File: config.mk
export PLATFORM = sky130hd
export DESIGN_NAME = coc_ctrl
export DESIGN_NICKNAME = d
export VERILOG_FILES = /design/src/design/coc_pkg.sv /design/src/design/coc_ctrl.sv /design/src/design/coc_setpoint.sv
export VERILOG_INCLUDE_DIRS = /design/src /design/src/design
export SDC_FILE = /design/constraint.sdc
export NUM_CORES = 1
export LEC_CHECK = 0
export ABC_AREA = 1
export BUFFER_PORTS_ARGS = -buffer_cell sky130_fd_sc_hd__buf_4
export CORE_UTILIZATION = 45
export CTS_CLUSTER_DIAMETER = 150
export DETAILED_ROUTE_END_ITERATION = 6
export GPL_TIMING_DRIVEN = 0
export PLACE_DENSITY = 0.66
export SYNTH_ARGS = -nofsm -noshare
export SYNTH_HDL_FRONTEND = slang
export SYNTH_SLANG_ARGS = --single-unit
File: constraint.sdc
create_clock -name mclk -period 2.85 [get_ports mclk]
set_input_delay 0.285 -clock mclk [delete_from_list [all_inputs] [get_ports mclk]]
set_output_delay 0.285 -clock mclk [all_outputs]
set_load 0.01 [all_outputs]
File: src/design/coc_params.svh
/*
  Constants of the two-channel current output control: status bit positions,
  data thresholds, reset values and timing.
  Assumes inclusion by bare name from the package and the design modules.
*/
`ifndef COC_PARAMS_SVH
`define COC_PARAMS_SVH

// ----------------------------------------------------------------------
// Status word bit positions
// ----------------------------------------------------------------------
`define COC_BIT_GLOBAL 0
`define COC_BIT_OCW 2
`define COC_BIT_OCE 3
`define COC_BIT_UCW 4
`define COC_BIT_UCE 5
`define COC_BIT_HWE 6

// ----------------------------------------------------------------------
// Data thresholds and limits
// ----------------------------------------------------------------------
`define COC_SGN_OCW_LIMIT 16'h7d00
`define COC_SGN_OCE_LIMIT 16'h7fff
`define COC_SGN_UCE_LIMIT 16'hfc18
`define COC_SGN_MOST_NEG 16'h8000
`define COC_SGN_LEAST_LEGAL 16'h8001
`define COC_UNS_OCW_LIMIT 16'hfa00
`define COC_UNS_OCE_LIMIT 16'hffff

// ----------------------------------------------------------------------
// Current scaling, in microamps
// ----------------------------------------------------------------------
`define COC_BASE_UA 17'h00fa0
`define COC_MIN_UA 16'h0000

// ----------------------------------------------------------------------
// Reset values
// ----------------------------------------------------------------------
`define COC_RST_FALLBACK 16'h0000
`define COC_RST_OUTWORD 16'h0000
`define COC_RST_ENABLE 1'b1
`define COC_RST_HOLD 1'b0
`define COC_RST_UNSIGNED 1'b0

// ----------------------------------------------------------------------
// Timing
// ----------------------------------------------------------------------
`define COC_CLK_KHZ 20000
`define COC_BLINK_HALF_MS 250
`define COC_BLINK_HALF_CYC (`COC_BLINK_HALF_MS * `COC_CLK_KHZ)

`endif

File: src/design/coc_pkg.sv
/*
  Types shared by the current output control modules.
  Assumes coc_params.svh is on the include path.
*/
`include "coc_params.svh"

package coc_pkg;

  typedef enum logic {COC_FMT_SIGNED, COC_FMT_UNSIGNED} coc_fmt_t;

  typedef enum logic {COC_FB_PREDEF, COC_FB_HOLD} coc_fbmode_t;

  typedef enum logic [1:0] {COC_ST_RUN, COC_ST_FALLBACK, COC_ST_OFF} coc_chan_t;

endpackage

File: src/design/coc_ctrl.sv
/*
  Two-channel 4-20 mA current output control: output words, fallback,
  per-channel enable, status words and fault indicators.
  Assumes the island interface logic shares mclk, presents one output word
  write at a time, and drives commOk low while communication is lost.
  Fault sense pins are asynchronous and are synchronised here.
*/
// What this block does
// - On communication loss each enabled channel enters its fallback state until restored.
// - Format with -1000..32767 range maps 0 to 4 mA, 32000 to 20 mA.
// - Format with 0..65535 range maps 0 to 4 mA, 64000 to 20 mA, never below 4.
// - Configuration defaults every channel to predefined fallback worth 4 mA.
// - Hold-last-value mode ignores the stored fallback and keeps the last output.
// - Channels enable individually and come up enabled after auto configuration.
// - A disabled channel drives minimum current and drops writes to its word.
// - A disabled channel reports an all-zero status word and a dark indicator.
// - Current equals count/2000+4 mA signed, count/4000+4 mA unsigned.
// - Two contiguous status words are reported, channel 1 first.
// - Global status bit 0 follows only the hardware fault bit.
// - Bit 2 warns when signed data exceeds 32000 or unsigned exceeds 64000.
// - Bit 3 errs when signed data reaches 32767 or unsigned reaches 65535.
// - Bit 4 warns, signed format only, when data is below zero.
// - Bit 5 errs, signed format only, when data is at or below -1000.
// - Bit 6 shows a broken wire or unpowered channel.
`include "coc_params.svh"

module coc_ctrl
  import coc_pkg::*;
#(
  parameter int unsigned BLINK_HALF_CYC = `COC_BLINK_HALF_CYC
)
(
  input wire logic mclk,
  input wire logic rst,
  input wire logic autoConfig,
  input wire logic cfgWrite,
  input wire logic cfgChan,
  input wire logic cfgEnable,
  input wire logic cfgHoldLast,
  input wire logic [15:0] cfgFallback,
  input wire logic cfgUnsigned,
  input wire logic outWrite,
  input wire logic outChan,
  input wire logic [15:0] outData,
  input wire logic commOk,
  input wire logic [1:0] wireBrokenPin,
  input wire logic [1:0] powerLostPin,
  output logic [15:0] outWord0,
  output logic [15:0] outWord1,
  output logic [15:0] statusWord0,
  output logic [15:0] statusWord1,
  output logic [15:0] setpointUa0,
  output logic [15:0] setpointUa1,
  output logic [1:0] faultLed
);

  // ----------------------------------------------------------------------
  // Helpers
  // ----------------------------------------------------------------------
  function automatic logic [15:0] legalize(input logic [15:0] v, input coc_fmt_t f);
    logic [15:0] r;
    r = v;
    // The lone signed code without a positive twin is pulled in by one
    if (f == COC_FMT_SIGNED && v == `COC_SGN_MOST_NEG)
    begin
      r = `COC_SGN_LEAST_LEGAL;
    end
    return r;
  endfunction

  function automatic logic [15:0] status(input logic [15:0] v, input coc_fmt_t f,
                                         input logic hardware_fault_flag, input logic en);
    logic [15:0] s;
    s = 16'h0000;
    if (en)
    begin
      if (f == COC_FMT_SIGNED)
      begin
        s[`COC_BIT_OCW] = $signed(v) > $signed(`COC_SGN_OCW_LIMIT);
        s[`COC_BIT_OCE] = $signed(v) >= $signed(`COC_SGN_OCE_LIMIT);
        s[`COC_BIT_UCW] = $signed(v) < $signed(16'h0000);
        s[`COC_BIT_UCE] = $signed(v) <= $signed(`COC_SGN_UCE_LIMIT);
      end
      else
      begin
        s[`COC_BIT_OCW] = v > `COC_UNS_OCW_LIMIT;
        s[`COC_BIT_OCE] = v >= `COC_UNS_OCE_LIMIT;
      end
      s[`COC_BIT_HWE] = hardware_fault_flag;
      s[`COC_BIT_GLOBAL] = hardware_fault_flag;
    end
    return s;
  endfunction

  // ----------------------------------------------------------------------
  // Storage
  // ----------------------------------------------------------------------
  coc_fmt_t fmt;
  logic [1:0] chanEn;
  coc_fbmode_t fbMode [2];
  logic [15:0] fbValue [2];
  logic [15:0] outWord [2];
  logic [15:0] effValue [2];
  coc_chan_t chanState [2];
  coc_chan_t next_chanState [2];
  logic [1:0] wireMeta;
  logic [1:0] wireSync;
  logic [1:0] powerMeta;
  logic [1:0] powerSync;
  logic [1:0] hwFault;
  logic [31:0] blinkCount;
  logic blinkPhase;
  logic [15:0] statusWord [2];
  logic [15:0] setpoint [2];

  // ----------------------------------------------------------------------
  // Fault pin synchronisers
  // ----------------------------------------------------------------------
  always_ff @(posedge mclk)
  begin
    if (rst)
    begin
      wireMeta <= 2'h0;
      wireSync <= 2'h0;
      powerMeta <= 2'h0;
      powerSync <= 2'h0;
    end
    else
    begin
      wireMeta <= wireBrokenPin;
      wireSync <= wireMeta;
      powerMeta <= powerLostPin;
      powerSync <= powerMeta;
    end
  end

  assign hwFault = wireSync | powerSync;

  // ----------------------------------------------------------------------
  // Configuration
  // ----------------------------------------------------------------------
  // Auto configuration restores the same defaults as reset
  always_ff @(posedge mclk)
  begin
    if (rst || autoConfig)
    begin
      fmt <= coc_fmt_t'(`COC_RST_UNSIGNED);
      chanEn <= {2{`COC_RST_ENABLE}};
      for (int i = 0; i < 2; i++)
      begin
        fbMode[i] <= coc_fbmode_t'(`COC_RST_HOLD);
        fbValue[i] <= `COC_RST_FALLBACK;
      end
    end
    else if (cfgWrite)
    begin
      fmt <= cfgUnsigned ? COC_FMT_UNSIGNED : COC_FMT_SIGNED;
      chanEn[cfgChan] <= cfgEnable;
      fbMode[cfgChan] <= cfgHoldLast ? COC_FB_HOLD : COC_FB_PREDEF;
      fbValue[cfgChan] <= cfgFallback;
    end
  end

  // ----------------------------------------------------------------------
  // Output data words
  // ----------------------------------------------------------------------
  // Writes while the link is down are dropped; the channel stays in fallback
  always_ff @(posedge mclk)
  begin
    if (rst)
    begin
      outWord[0] <= `COC_RST_OUTWORD;
      outWord[1] <= `COC_RST_OUTWORD;
    end
    else if (outWrite && commOk && chanEn[outChan])
    begin
      outWord[outChan] <= legalize(outData, fmt);
    end
  end

  // ----------------------------------------------------------------------
  // Channel state
  // ----------------------------------------------------------------------
  always_comb
  begin
    for (int i = 0; i < 2; i++)
    begin
      case (chanState[i])
        COC_ST_RUN:
        begin
          if (!chanEn[i])
          begin
            next_chanState[i] = COC_ST_OFF;
          end
          else if (!commOk)
          begin
            next_chanState[i] = COC_ST_FALLBACK;
          end
          else
          begin
            next_chanState[i] = COC_ST_RUN;
          end
        end
        COC_ST_FALLBACK:
        begin
          if (!chanEn[i])
          begin
            next_chanState[i] = COC_ST_OFF;
          end
          else if (commOk)
          begin
            next_chanState[i] = COC_ST_RUN;
          end
          else
          begin
            next_chanState[i] = COC_ST_FALLBACK;
          end
        end
        COC_ST_OFF:
        begin
          if (!chanEn[i])
          begin
            next_chanState[i] = COC_ST_OFF;
          end
          else if (commOk)
          begin
            next_chanState[i] = COC_ST_RUN;
          end
          else
          begin
            next_chanState[i] = COC_ST_FALLBACK;
          end
        end
        default:
        begin
          next_chanState[i] = COC_ST_OFF;
        end
      endcase
    end
  end

  always_ff @(posedge mclk)
  begin
    if (rst)
    begin
      chanState[0] <= COC_ST_RUN;
      chanState[1] <= COC_ST_RUN;
    end
    else
    begin
      chanState[0] <= next_chanState[0];
      chanState[1] <= next_chanState[1];
    end
  end

  // ----------------------------------------------------------------------
  // Value applied to each channel
  // ----------------------------------------------------------------------
  always_ff @(posedge mclk)
  begin
    if (rst)
    begin
      effValue[0] <= `COC_RST_FALLBACK;
      effValue[1] <= `COC_RST_FALLBACK;
    end
    else
    begin
      for (int i = 0; i < 2; i++)
      begin
        case (next_chanState[i])
          COC_ST_RUN:
          begin
            effValue[i] <= outWord[i];
          end
          COC_ST_FALLBACK:
          begin
            // Hold mode keeps the value already applied
            if (fbMode[i] == COC_FB_PREDEF)
            begin
              effValue[i] <= legalize(fbValue[i], fmt);
            end
            else
            begin
              effValue[i] <= effValue[i];
            end
          end
          COC_ST_OFF:
          begin
            effValue[i] <= effValue[i];
          end
          default:
          begin
            effValue[i] <= effValue[i];
          end
        endcase
      end
    end
  end

  // ----------------------------------------------------------------------
  // Converters
  // ----------------------------------------------------------------------
  for (genvar g = 0; g < 2; g++)
  begin : gConv
    coc_setpoint uConv
    (
      .mclk(mclk),
      .rst(rst),
      .value(effValue[g]),
      .fmt(fmt),
      .enabled(chanState[g] != COC_ST_OFF),
      .setpointUa(setpoint[g])
    );
  end

  // ----------------------------------------------------------------------
  // Status words
  // ----------------------------------------------------------------------
  always_ff @(posedge mclk)
  begin
    if (rst)
    begin
      statusWord[0] <= 16'h0000;
      statusWord[1] <= 16'h0000;
    end
    else
    begin
      for (int i = 0; i < 2; i++)
      begin
        statusWord[i] <= status(effValue[i], fmt, hwFault[i],
                                chanState[i] != COC_ST_OFF);
      end
    end
  end

  // ----------------------------------------------------------------------
  // Fault indicators
  // ----------------------------------------------------------------------
  always_ff @(posedge mclk)
  begin
    if (rst)
    begin
      blinkCount <= 32'h00000000;
      blinkPhase <= 1'b0;
    end
    else if (blinkCount >= BLINK_HALF_CYC - 1)
    begin
      blinkCount <= 32'h00000000;
      blinkPhase <= ~blinkPhase;
    end
    else
    begin
      blinkCount <= blinkCount + 32'h00000001;
    end
  end

  always_ff @(posedge mclk)
  begin
    if (rst)
    begin
      faultLed <= 2'h0;
    end
    else
    begin
      for (int i = 0; i < 2; i++)
      begin
        faultLed[i] <= blinkPhase && hwFault[i] && chanState[i] != COC_ST_OFF;
      end
    end
  end

  // ----------------------------------------------------------------------
  // Outputs
  // ----------------------------------------------------------------------
  assign outWord0 = outWord[0];
  assign outWord1 = outWord[1];
  assign statusWord0 = statusWord[0];
  assign statusWord1 = statusWord[1];
  assign setpointUa0 = setpoint[0];
  assign setpointUa1 = setpoint[1];

endmodule

File: src/design/coc_setpoint.sv
/*
  One channel's count-to-current converter with a registered setpoint.
  Assumes the value is already range-checked and that mclk and rst are
  the control's own clock and synchronous reset.
*/
`include "coc_params.svh"

module coc_setpoint
  import coc_pkg::*;
(
  input wire logic mclk,
  input wire logic rst,
  input wire logic [15:0] value,
  input wire coc_fmt_t fmt,
  input wire logic enabled,
  output logic [15:0] setpointUa
);

  logic [16:0] sum;

  // ----------------------------------------------------------------------
  // Scaling: signed count/2 uA, unsigned count/4 uA, above 4 mA
  // ----------------------------------------------------------------------
  always_comb
  begin
    if (fmt == COC_FMT_UNSIGNED)
    begin
      sum = `COC_BASE_UA + {3'h0, value[15:2]};
    end
    else
    begin
      sum = `COC_BASE_UA + {{2{value[15]}}, value[15:1]};
    end
  end

  always_ff @(posedge mclk)
  begin
    if (rst)
    begin
      setpointUa <= `COC_MIN_UA;
    end
    else if (!enabled)
    begin
      setpointUa <= `COC_MIN_UA;
    end
    else if (fmt == COC_FMT_SIGNED && sum[16])
    begin
      // Counts below -8000 would ask for negative current; stop at zero
      setpointUa <= `COC_MIN_UA;
    end
    else
    begin
      setpointUa <= sum[15:0];
    end
  end

endmodule

Yosys cells after proc, flatten, opt, wreduce, memory -nomap -nowiden
Memory sizes are Yosys's and may differ from the RTL's.
Index checks and enable logic that the tools add are counted.
{"block": "word_totals", "ramBits": 114, "out_inout_bits": 98, "register_bits": 78, "mem_count": 6, "inputBits": 47, "wordCells": 202}
{"block": "classes", "bitwise": 19, "add_sub_neg": 5, "order_cmp": 16, "eq_ne": 13, "muxes": 105, "reduce_logical": 27}
{"memory": "effValue", "depth": 2, "word_bits": 16, "read_ports": 2, "rd_ports_with_merged_regs": 0, "write_ports": 2, "line_no": "coc_ctrl.sv:103", "source": "logic [15:0] effValue [2];"}
{"memory": "fbValue", "depth": 2, "word_bits": 16, "read_ports": 2, "rd_ports_with_merged_regs": 0, "write_ports": 2, "line_no": "coc_ctrl.sv:101", "source": "logic [15:0] fbValue [2];"}
{"memory": "outWord", "depth": 2, "word_bits": 16, "read_ports": 2, "rd_ports_with_merged_regs": 0, "write_ports": 2, "line_no": "coc_ctrl.sv:102", "source": "logic [15:0] outWord [2];"}
{"memory": "statusWord", "depth": 2, "word_bits": 6, "read_ports": 2, "rd_ports_with_merged_regs": 0, "write_ports": 2, "line_no": "coc_ctrl.sv:113", "source": "logic [15:0] statusWord [2];"}
{"memory": "chanState", "depth": 2, "word_bits": 2, "read_ports": 2, "rd_ports_with_merged_regs": 0, "write_ports": 2, "line_no": "coc_ctrl.sv:104", "source": "coc_chan_t chanState [2];"}
{"memory": "fbMode", "depth": 2, "word_bits": 1, "read_ports": 2, "rd_ports_with_merged_regs": 0, "write_ports": 2, "line_no": "coc_ctrl.sv:100", "source": "coc_fbmode_t fbMode [2];"}
{"cell": "$mux W16", "n": 23}
{"cell": "$ge A16 B16 Y1 const B", "n": 4}
{"cell": "$gt A16 B16 Y1 const B", "n": 4}
{"cell": "$mux W1", "n": 62}
{"cell": "$eq A16 B16 Y1 const B", "n": 3}
{"cell": "$mux W17", "n": 2}
{"cell": "$add A13 B15 Y16 const A", "n": 2}
{"cell": "$add A32 B1 Y32 const B", "n": 1}
{"cell": "$ge A32 B23 Y1 const B", "n": 1}
{"cell": "$le A16 B11 Y1 const B", "n": 2}
{"cell": "$lt A16 B1 Y1 const B", "n": 2}
{"cell": "$reduce_or A16 Y1", "n": 2}
{"cell": "$add A12 B14 Y15 const A", "n": 2}
{"cell": "$mux W2", "n": 10}
{"cell": "$mux W5", "n": 4}
{"cell": "$reduce_or A3 Y1", "n": 6}
{"cell": "$or A1 B1 Y1", "n": 14}
{"cell": "$logic_and A1 B1 Y1", "n": 12}
{"cell": "$mux W6", "n": 2}
{"cell": "$eq A2 B1 Y1 const B", "n": 4}
{"cell": "$eq A2 B2 Y1 const B", "n": 4}
{"cell": "$logic_not A2 Y1", "n": 4}
{"cell": "$lt A1 B2 Y1 const B", "n": 2}
{"cell": "$ne A2 B2 Y1 const B", "n": 2}
{"cell": "8 further kinds", "n": 11}

Depth between registers and ports, before layout
Gate-level depths: netlist of run 1.
An unclocked memory read counts as a cell.
{"block": "depth", "ltp_word": 13, "depth_mapped": 11, "mapped_depth_nobuf": 11}

Cells and area by module
A second synthesis of run 1 with hierarchy kept.
{"block": "unflattened", "hier_cells": 988, "hier_area_um2": 8589.5}
{"module": "coc_ctrl", "area_each_um2": 6726.5, "n_inst": 1, "seq_area_each_um2": 4184.0, "cells_each": 704}
{"module": "coc_setpoint (gConv[0].uConv)", "area_each_um2": 933.4, "n_inst": 1, "seq_area_each_um2": 320.3, "cells_each": 145}
{"module": "coc_setpoint (gConv[1].uConv)", "area_each_um2": 929.6, "n_inst": 1, "seq_area_each_um2": 320.3, "cells_each": 139}

Worst setup path before layout of run 1
No wires, ideal clock.
{"block": "synth_path", "path_type": "input port to flip-flop", "start": "input port rst", "end": "memory outWord[0][0] (enable)", "t_arrival_ns": 1.441, "path_buffers": 2, "path_stages": 5, "slack_ns": 1.038, "t_required_ns": 2.478, "setup_ns": 0.372, "path_cell_list": "buf_4 nor2_2 nand3_1 clkbuf_1 nand2_1"}
{"element": "start, declared", "line_no": "coc_ctrl.sv:34", "source": "input wire logic rst,"}
{"element": "end, declared", "line_no": "coc_ctrl.sv:102"}

==> metrics, run 1 <==
outcome finished with violations; CP max stage delay 0.55 ns; worst r2r src chanEn[0]; area of the mapped netlist 8543 sq um; clock root buffer clkbuf_16; first-pass GRT wire length 32910 um; core area 18640 sq um; CTS buffer count 17; Hold Buf Count CTS 0; H-tree depth 4; synth warn 0; synth-to-layout area growth 22.45%; Die H 139.8 um; Fin Setup TNS 0 ns; Tcrit/Tclk final 74.56%; CP max stage cell nand2_1; RSZ-0062 raised after global routing no; post-CTS resize count 0; Power Density 609.2 nW/um^2; latest clock arrival within the worst-skew pair 0.43 ns; syn avg cell area 8.853 sq um; M3 GR Usage 3.682%; CP Class reg2reg; Synth cell types 44; Routed WL per cell 15.14 um; RePlAce Congestion 0.9221; most used routing layer met2; Synth Instances 965; Max Freq 470.6 MHz; max_cap viols 0; TritonCTS clock tree built; Final Slew Violations 0; Initial Util 45.83%; die area 19540 sq um; violated checks design-rule violations; total gr overflow 0; worst ir drop on vdd 0.4658 mV; worst min-delay path class in2reg; final net count 1197; dpl cells 1352; Num Clock Sinks 192; Clock Pin Slew Worst Setup and Hold Paths 0.07 ns; pin count of the biggest net entering global routing 18; Initial DRC Count 475; final wirelength 20960 um; post-DP HPWL 16010 um; Die W 139.8 um; Setup crit start kind flop; leak pwr 4.641 nW; Slew HR 45.76%; Hold Vio Cnt, Final 0; share of cells above drive strength 1 18.52%; final std cells w/o fill 1384; Hold Path Origin powerLostPin[0]; Final Skew 0.007744 ns; Top Ports 145; required time of the critical path 2.87 ns; CP Max Fanout 16; worst slew pin tran 0.8116 ns; row count 50; All-Layer GR Usage 22.10%; met2 Usage GRT 34.84%; hold path depth 3; Worst R2R Path Depth 5; total inserted antenna cells 0; Synth Register Bits 192; endpoint of the worst-slack reg-to-reg timing path outWord[0][3]; Via density 4.925; Port Buffers 123; initial antenna violation count 0; Hold Crit Endpoint powerMeta[0]; CP cell instances inv_1, nor2_1, nand3_1, clkbuf_1, nand2_1; vias 6816; Routed Antenna Nets 0; CP endpoint kind flop; min cycle time layout 2.125 ns; final setup vio count 0; Crit path arrival time 2.14 ns; Residual DRC 5; Post-CTS Setup Repair Bufs 0; first-pass iteration count of the detailed router 7; vias in the first global route 6221; Max Buffers Root-to-Sink 2; GR Util met1 30.77%; flop2flop setup slack 0.73 ns; register area share after synthesis 56.47%
-- Yosys cell counts (all sizes together) --
library cell	number	area share, %
nand4	16	1.2
dfxtp	94	22
xor2	14	1.4
o21bai	1	0.088
nand3	48	3.0
o32ai	1	0.10
buf	36	3.2
edfxtp	98	34
and2	1	0.10
a21oi	55	3.3
o22ai	1	0.073
nand2	156	7.0
o21ai	33	1.9
o211ai	1	0.088
clkinv	1	0.044
nor4	12	0.88
xnor2	6	0.62
a31o	1	0.10
clkbuf	11	0.48
nand3b	3	0.26
nor2	199	9.2
conb	1	0.044
or2	2	0.15
a32o	3	0.35
a21boi	1	0.088
o31ai	2	0.18
a31oi	5	0.37
a211oi	1	0.088
nor3	20	1.2
ha	13	1.9
a22o	7	0.72
inv	122	5.4
-- how the worst max path moves through the flow --
stage               slack [ns]            end      start  cells past startpoint
detailed placement        0.48  outWord[1][3]     commOk                      6
finish                    0.73  outWord[0][3]  chanEn[0]                      5
global placement          0.52  outWord[1][2]        rst                      5
global route              0.55  outWord[0][0]  chanEn[0]                      5
floorplan                 1.04  outWord[0][0]        rst                      5
CTS                       0.72  outWord[0][4]  chanEn[0]                      5
-- flip-flops by register name, indices dropped and copies added (netlist names), 4 cells and up --
| register | cells |
|---|---|
| statusWord | 12 |
| effValue | 32 |
| chanState | 4 |
| blinkCount | 32 |
| fbValue | 32 |
| outWord | 32 |
| gConv.uConv.setpointUa | 32 |
-- worst max-delay path: cells and delay by family, from the launching register on --
| family | cells | cell delay, ns |
|---|---|---|
| buffers and inverters | 2 | 0.51 |
| flip-flops | 1 | 0.34 |
| AND/OR/NAND/NOR | 3 | 0.86 |
-- layer usage --
| layer | wire [um] | up-vias | part of all wire [%] |
|---|---|---|---|
| li1 | - | 3448 | - |
| met1 | 9955 | 3077 | 48 |
| met2 | 9609 | 269 | 46 |
| met3 | 1155 | 22 | 5.5 |
| met4 | 236 | 0 | 1.1 |
| met5 | 0 | - | 0 |
-- layout by cell type (no fill, tap or decap), types with 4 or more instances in the layout --
cell type / synthesis / final
a21oi_1: 54 / 54
buf_6: 6 / 6
nand2_2: 5 / 5
nor2_1: 191 / 191
inv_1: 118 / 118
o21ai_0: 32 / 32
a22o_1: 7 / 7
xor2_1: 14 / 14
xnor2_1: 6 / 6
nor4_1: 12 / 12
conb_1: 1 / 31
nand4_1: 15 / 15
ha_1: 13 / 13
nand3_1: 44 / 44
dfxtp_1: 94 / 94
buf_2: 5 / 5
inv_2: 4 / 4
clkbuf_16: 0 / 18
buf_4: 23 / 146
a31oi_1: 5 / 5
clkinv_2: 0 / 4
edfxtp_1: 98 / 98
nand3_2: 4 / 4
clkbuf_1: 11 / 13
nor2_2: 5 / 5
nor3_1: 20 / 20
nand2_1: 151 / 151
-- cell type report --
| cell class | count | area, sq um |
|---|---|---|
| buffer | 47 | 314.1 |
| clock buffer | 20 | 457.9 |
| clock inverter | 12 | 131.4 |
| fill | 1709 | 8182 |
| inverter | 123 | 461.7 |
| multi-input combinational | 633 | 3055 |
| sequential | 192 | 4825 |
| tap | 234 | 292.8 |
| timing repair buffer | 123 | 923.4 |
-- power breakdown --
group | internal (W) | switching, W
clock | 0.00135 | 0.00103
sequential | 0.00309 | 0.000122
combinational | 0.000318 | 0.000467
total | 0.00476 | 0.00162
-- stage by stage --
stage	hold slack (ns)	power, W	util [%]	instance area (sq um)	setup WS [ns]
finish	0.05594	0.006373	56.11	10460	0.7251
global route	0.06562	0.006625	56.11	10460	0.5512
CTS	0.04241	0.006403	56.11	10460	0.7248
detailed placement	0.3960	0.004045	52.95	9872	0.4812
global placement	0.3918	0.004041	52.95	9872	0.5188
floorplan	0.3883	0.003705	-	8656	1.038
-- logic make-up (layout without fill, tap and decap cells) --
logic type / Yosys count / count (layout) / share of synthesized area, %
AOI/OAI and AO/OA: 112 / 112 / 7.440
xor gates and xnor gates: 20 / 20 / 2.050
adders and majority gates: 13 / 13 / 1.904
buffers and inverters: 170 / 325 / 9.080
DFF: 192 / 192 / 56.47
other: 1 / 31 / 0.04389
and+or+nand+nor: 457 / 457 / 23.01
Note: power is estimated with default switching activity, not from simulation.
==> run 2, diff against run 1 <==
Clock period 2.85 ns to 2 ns, I/O delays scaled along.
==> run 2 against run 1 <==
Die area is the same; critical path type unchanged; clock skew grew 0.0011 ns; critical path depth is the same; combinational power grew 44%; cell count grew 0.51%; via count shrank 0.29%; the flow still finishes with violations (design-rule violations).
==> metrics, run 2 (synthesis results as in run 1) <==
outcome finished with violations (unchanged); violated checks design-rule violations (unchanged); Final Slew Violations 0 (unchanged); critical path startpoint chanEn[0] (unchanged); All-Layer GR Usage 22.24% (was 22.10%); Comb power frac 12.4% (was 12.3%); most common cell after layout, fill and taps aside nor2_1 (unchanged); min cycle time layout 1.814 ns (was 2.125 ns); worst r2r src chanEn[0] (unchanged); flop2flop setup slack 0.19 ns (was 0.73 ns); vias in the first global route 6265 (was 6221); RePlAce Congestion 0.9221 (unchanged); share of cells above drive strength 1 18.84% (was 18.52%); CP endpoint kind flop (unchanged); initial antenna violation count 0 (unchanged); Hold Path Origin rst (was powerLostPin[0]); CTS buffer count 17 (unchanged); Tcrit/Tclk final 90.69% (was 74.56%); worst slew pin tran 0.7307 ns (was 0.8116 ns); RSZ-0062 raised after global routing no (unchanged); most frequent cells in the layout 190 x nor2_1, 149 x nand2_1, 146 x buf_4, 117 x inv_1, 98 x edfxtp_1 (was 191 x nor2_1, 151 x nand2_1, 146 x buf_4, 118 x inv_1, 98 x edfxtp_1); Max Freq 551.4 MHz (was 470.6 MHz); first-pass GRT wire length 33140 um (was 32910 um); total gr overflow 0 (unchanged); clock group share of total power 37.3% (about the same); final wirelength 21120 um (was 20960 um); Via density 4.886 (was 4.925); H-tree depth 4 (unchanged); Port Buffers 123 (unchanged); core area 18640 sq um (unchanged); CP cell instances inv_1, nor2_1, nand3_1, clkbuf_2, nand2_2 (was inv_1, nor2_1, nand3_1, clkbuf_1, nand2_1); Routed WL per cell 15.19 um (was 15.14 um); final setup vio count 0 (unchanged); Final Skew 0.008830 ns (was 0.007744 ns); TritonCTS clock tree built (unchanged); row count 50 (unchanged); worst ir drop on vdd 0.6661 mV (was 0.4658 mV); Max Buffers Root-to-Sink 2 (unchanged); Hold Crit Endpoint chanState[0][1] (was powerMeta[0]); max_cap viols 0 (unchanged); Worst Hold Margin 0.02317 ns (was 0.05594 ns); Hold Vio Cnt, Final 0 (unchanged); Switching Share 25.47% (was 25.37%); Crit path arrival time 1.91 ns (was 2.14 ns); switching pwr 0.002319 W (was 0.001617 W); CP max stage delay 0.39 ns (was 0.55 ns); clock root buffer clkbuf_16 (unchanged); synth-to-layout area growth 23.42% (was 22.45%); Worst R2R Path Depth 5 (unchanged); Place WS -0.2838 ns (was 0.4812 ns); final net count 1204 (was 1197); Routed Antenna Nets 0 (unchanged); Residual DRC 5 (unchanged); Clock Pin Slew Worst Setup and Hold Paths 0.07 ns (about the same); Die W 139.8 um (unchanged); CP Max Fanout 16 (unchanged); worst min-delay path class in2reg (unchanged); Initial DRC Count 562 (was 475); pin count of the biggest net entering global routing 18 (unchanged); Power Density 863.7 nW/um^2 (was 609.2 nW/um^2); CP Class reg2reg (unchanged); Die H 139.8 um (unchanged); Num Clock Sinks 192 (unchanged); total inserted antenna cells 0 (unchanged); vias 6796 (was 6816); Initial Util 45.83% (unchanged); post-DP HPWL 16010 um (unchanged); sequential share of power 50.2% (was 50.4%); die area 19540 sq um (unchanged); Top Ports 145 (unchanged); total power 0.009107 W (was 0.006373 W); CP max stage cell dfxtp_1 (was nand2_1); Slew HR 51.17% (was 45.76%); hold path depth 2 (was 3); Setup crit start kind flop (unchanged); first-pass iteration count of the detailed router 7 (unchanged); latest clock arrival within the worst-skew pair 0.43 ns (about the same); P_int 0.006788 W (was 0.004756 W); Setup WS post-layout 0.1863 ns (was 0.7251 ns); leak pwr 4.672 nW (was 4.641 nW); endpoint of the worst-slack reg-to-reg timing path outWord[0][1] (was outWord[0][3]); required time of the critical path 2.09 ns (was 2.87 ns)
==> run 2: routing by layer <==
metal	routed length [um]	track usage (%)
met1	10060	30.90
met2	9708	35.18
met3	1141	3.682
met4	219	7.692
met5	0	0
==> run 2: worst max-delay path by stage <==
stage	end	cells after the start
after floorplan	outWord[0][0]	5
after global placement	outWord[1][2]	5
after detailed placement	outWord[1][3]	6
after CTS	outWord[0][4]	5
after global routing	outWord[0][0]	5
final	outWord[0][1]	5
==> run 2: per-stage QoR <==
step / cell area [sq um] / util, % / TNS, ns / cells
finish: 10540 / 56.56 / 0 / 1391
global route: 10540 / 56.56 / 0 / 1391
CTS: 10540 / 56.52 / 0 / 1391
detailed placement: 9872 / 52.95 / -14.64 / 1352
global placement: 9872 / 52.95 / -13.08 / 1352
floorplan: 8656 / - / 0 / 995
==> run 2: final cells by class <==
type / count / area (sq um)
fillers: 1706 / 8099
flip-flops and latches: 192 / 4825
multi-input cells: 633 / 3063
repair buffers: 130 / 993.5
inverters: 123 / 465.4
clock buffers: 20 / 457.9
plain buffers: 47 / 315.3
well taps: 234 / 292.8
clock inverters: 12 / 131.4
==> run 2: worst max-delay path: cells and delay by family, from the launching register on <==
kind	cells	cell delay, ns
simple gates	3	0.71
flops	1	0.39
buf+inv	2	0.38
==> run 2: what timing repair did <==
action / CTS / global route
endpoints found under the hold margin: 6 / 0
gates resized for setup: 2 / 4
hold buffers: 7 / 0
setup buffers: 0 / 0
setup endpoints to repair: 32 / 36
==> run 2: power by group through the flow <==
stage	combinational [W]	sequential (W)	clock, W
2_1_floorplan	0.000627	0.00465	0
3_3_place_gp	0.00110	0.00466	0
3_5_place_dp	0.00111	0.00466	0
4_1_cts	0.00113	0.00457	0.00344
5_1_grt	0.00126	0.00460	0.00360
6_report	0.00113	0.00457	0.00340
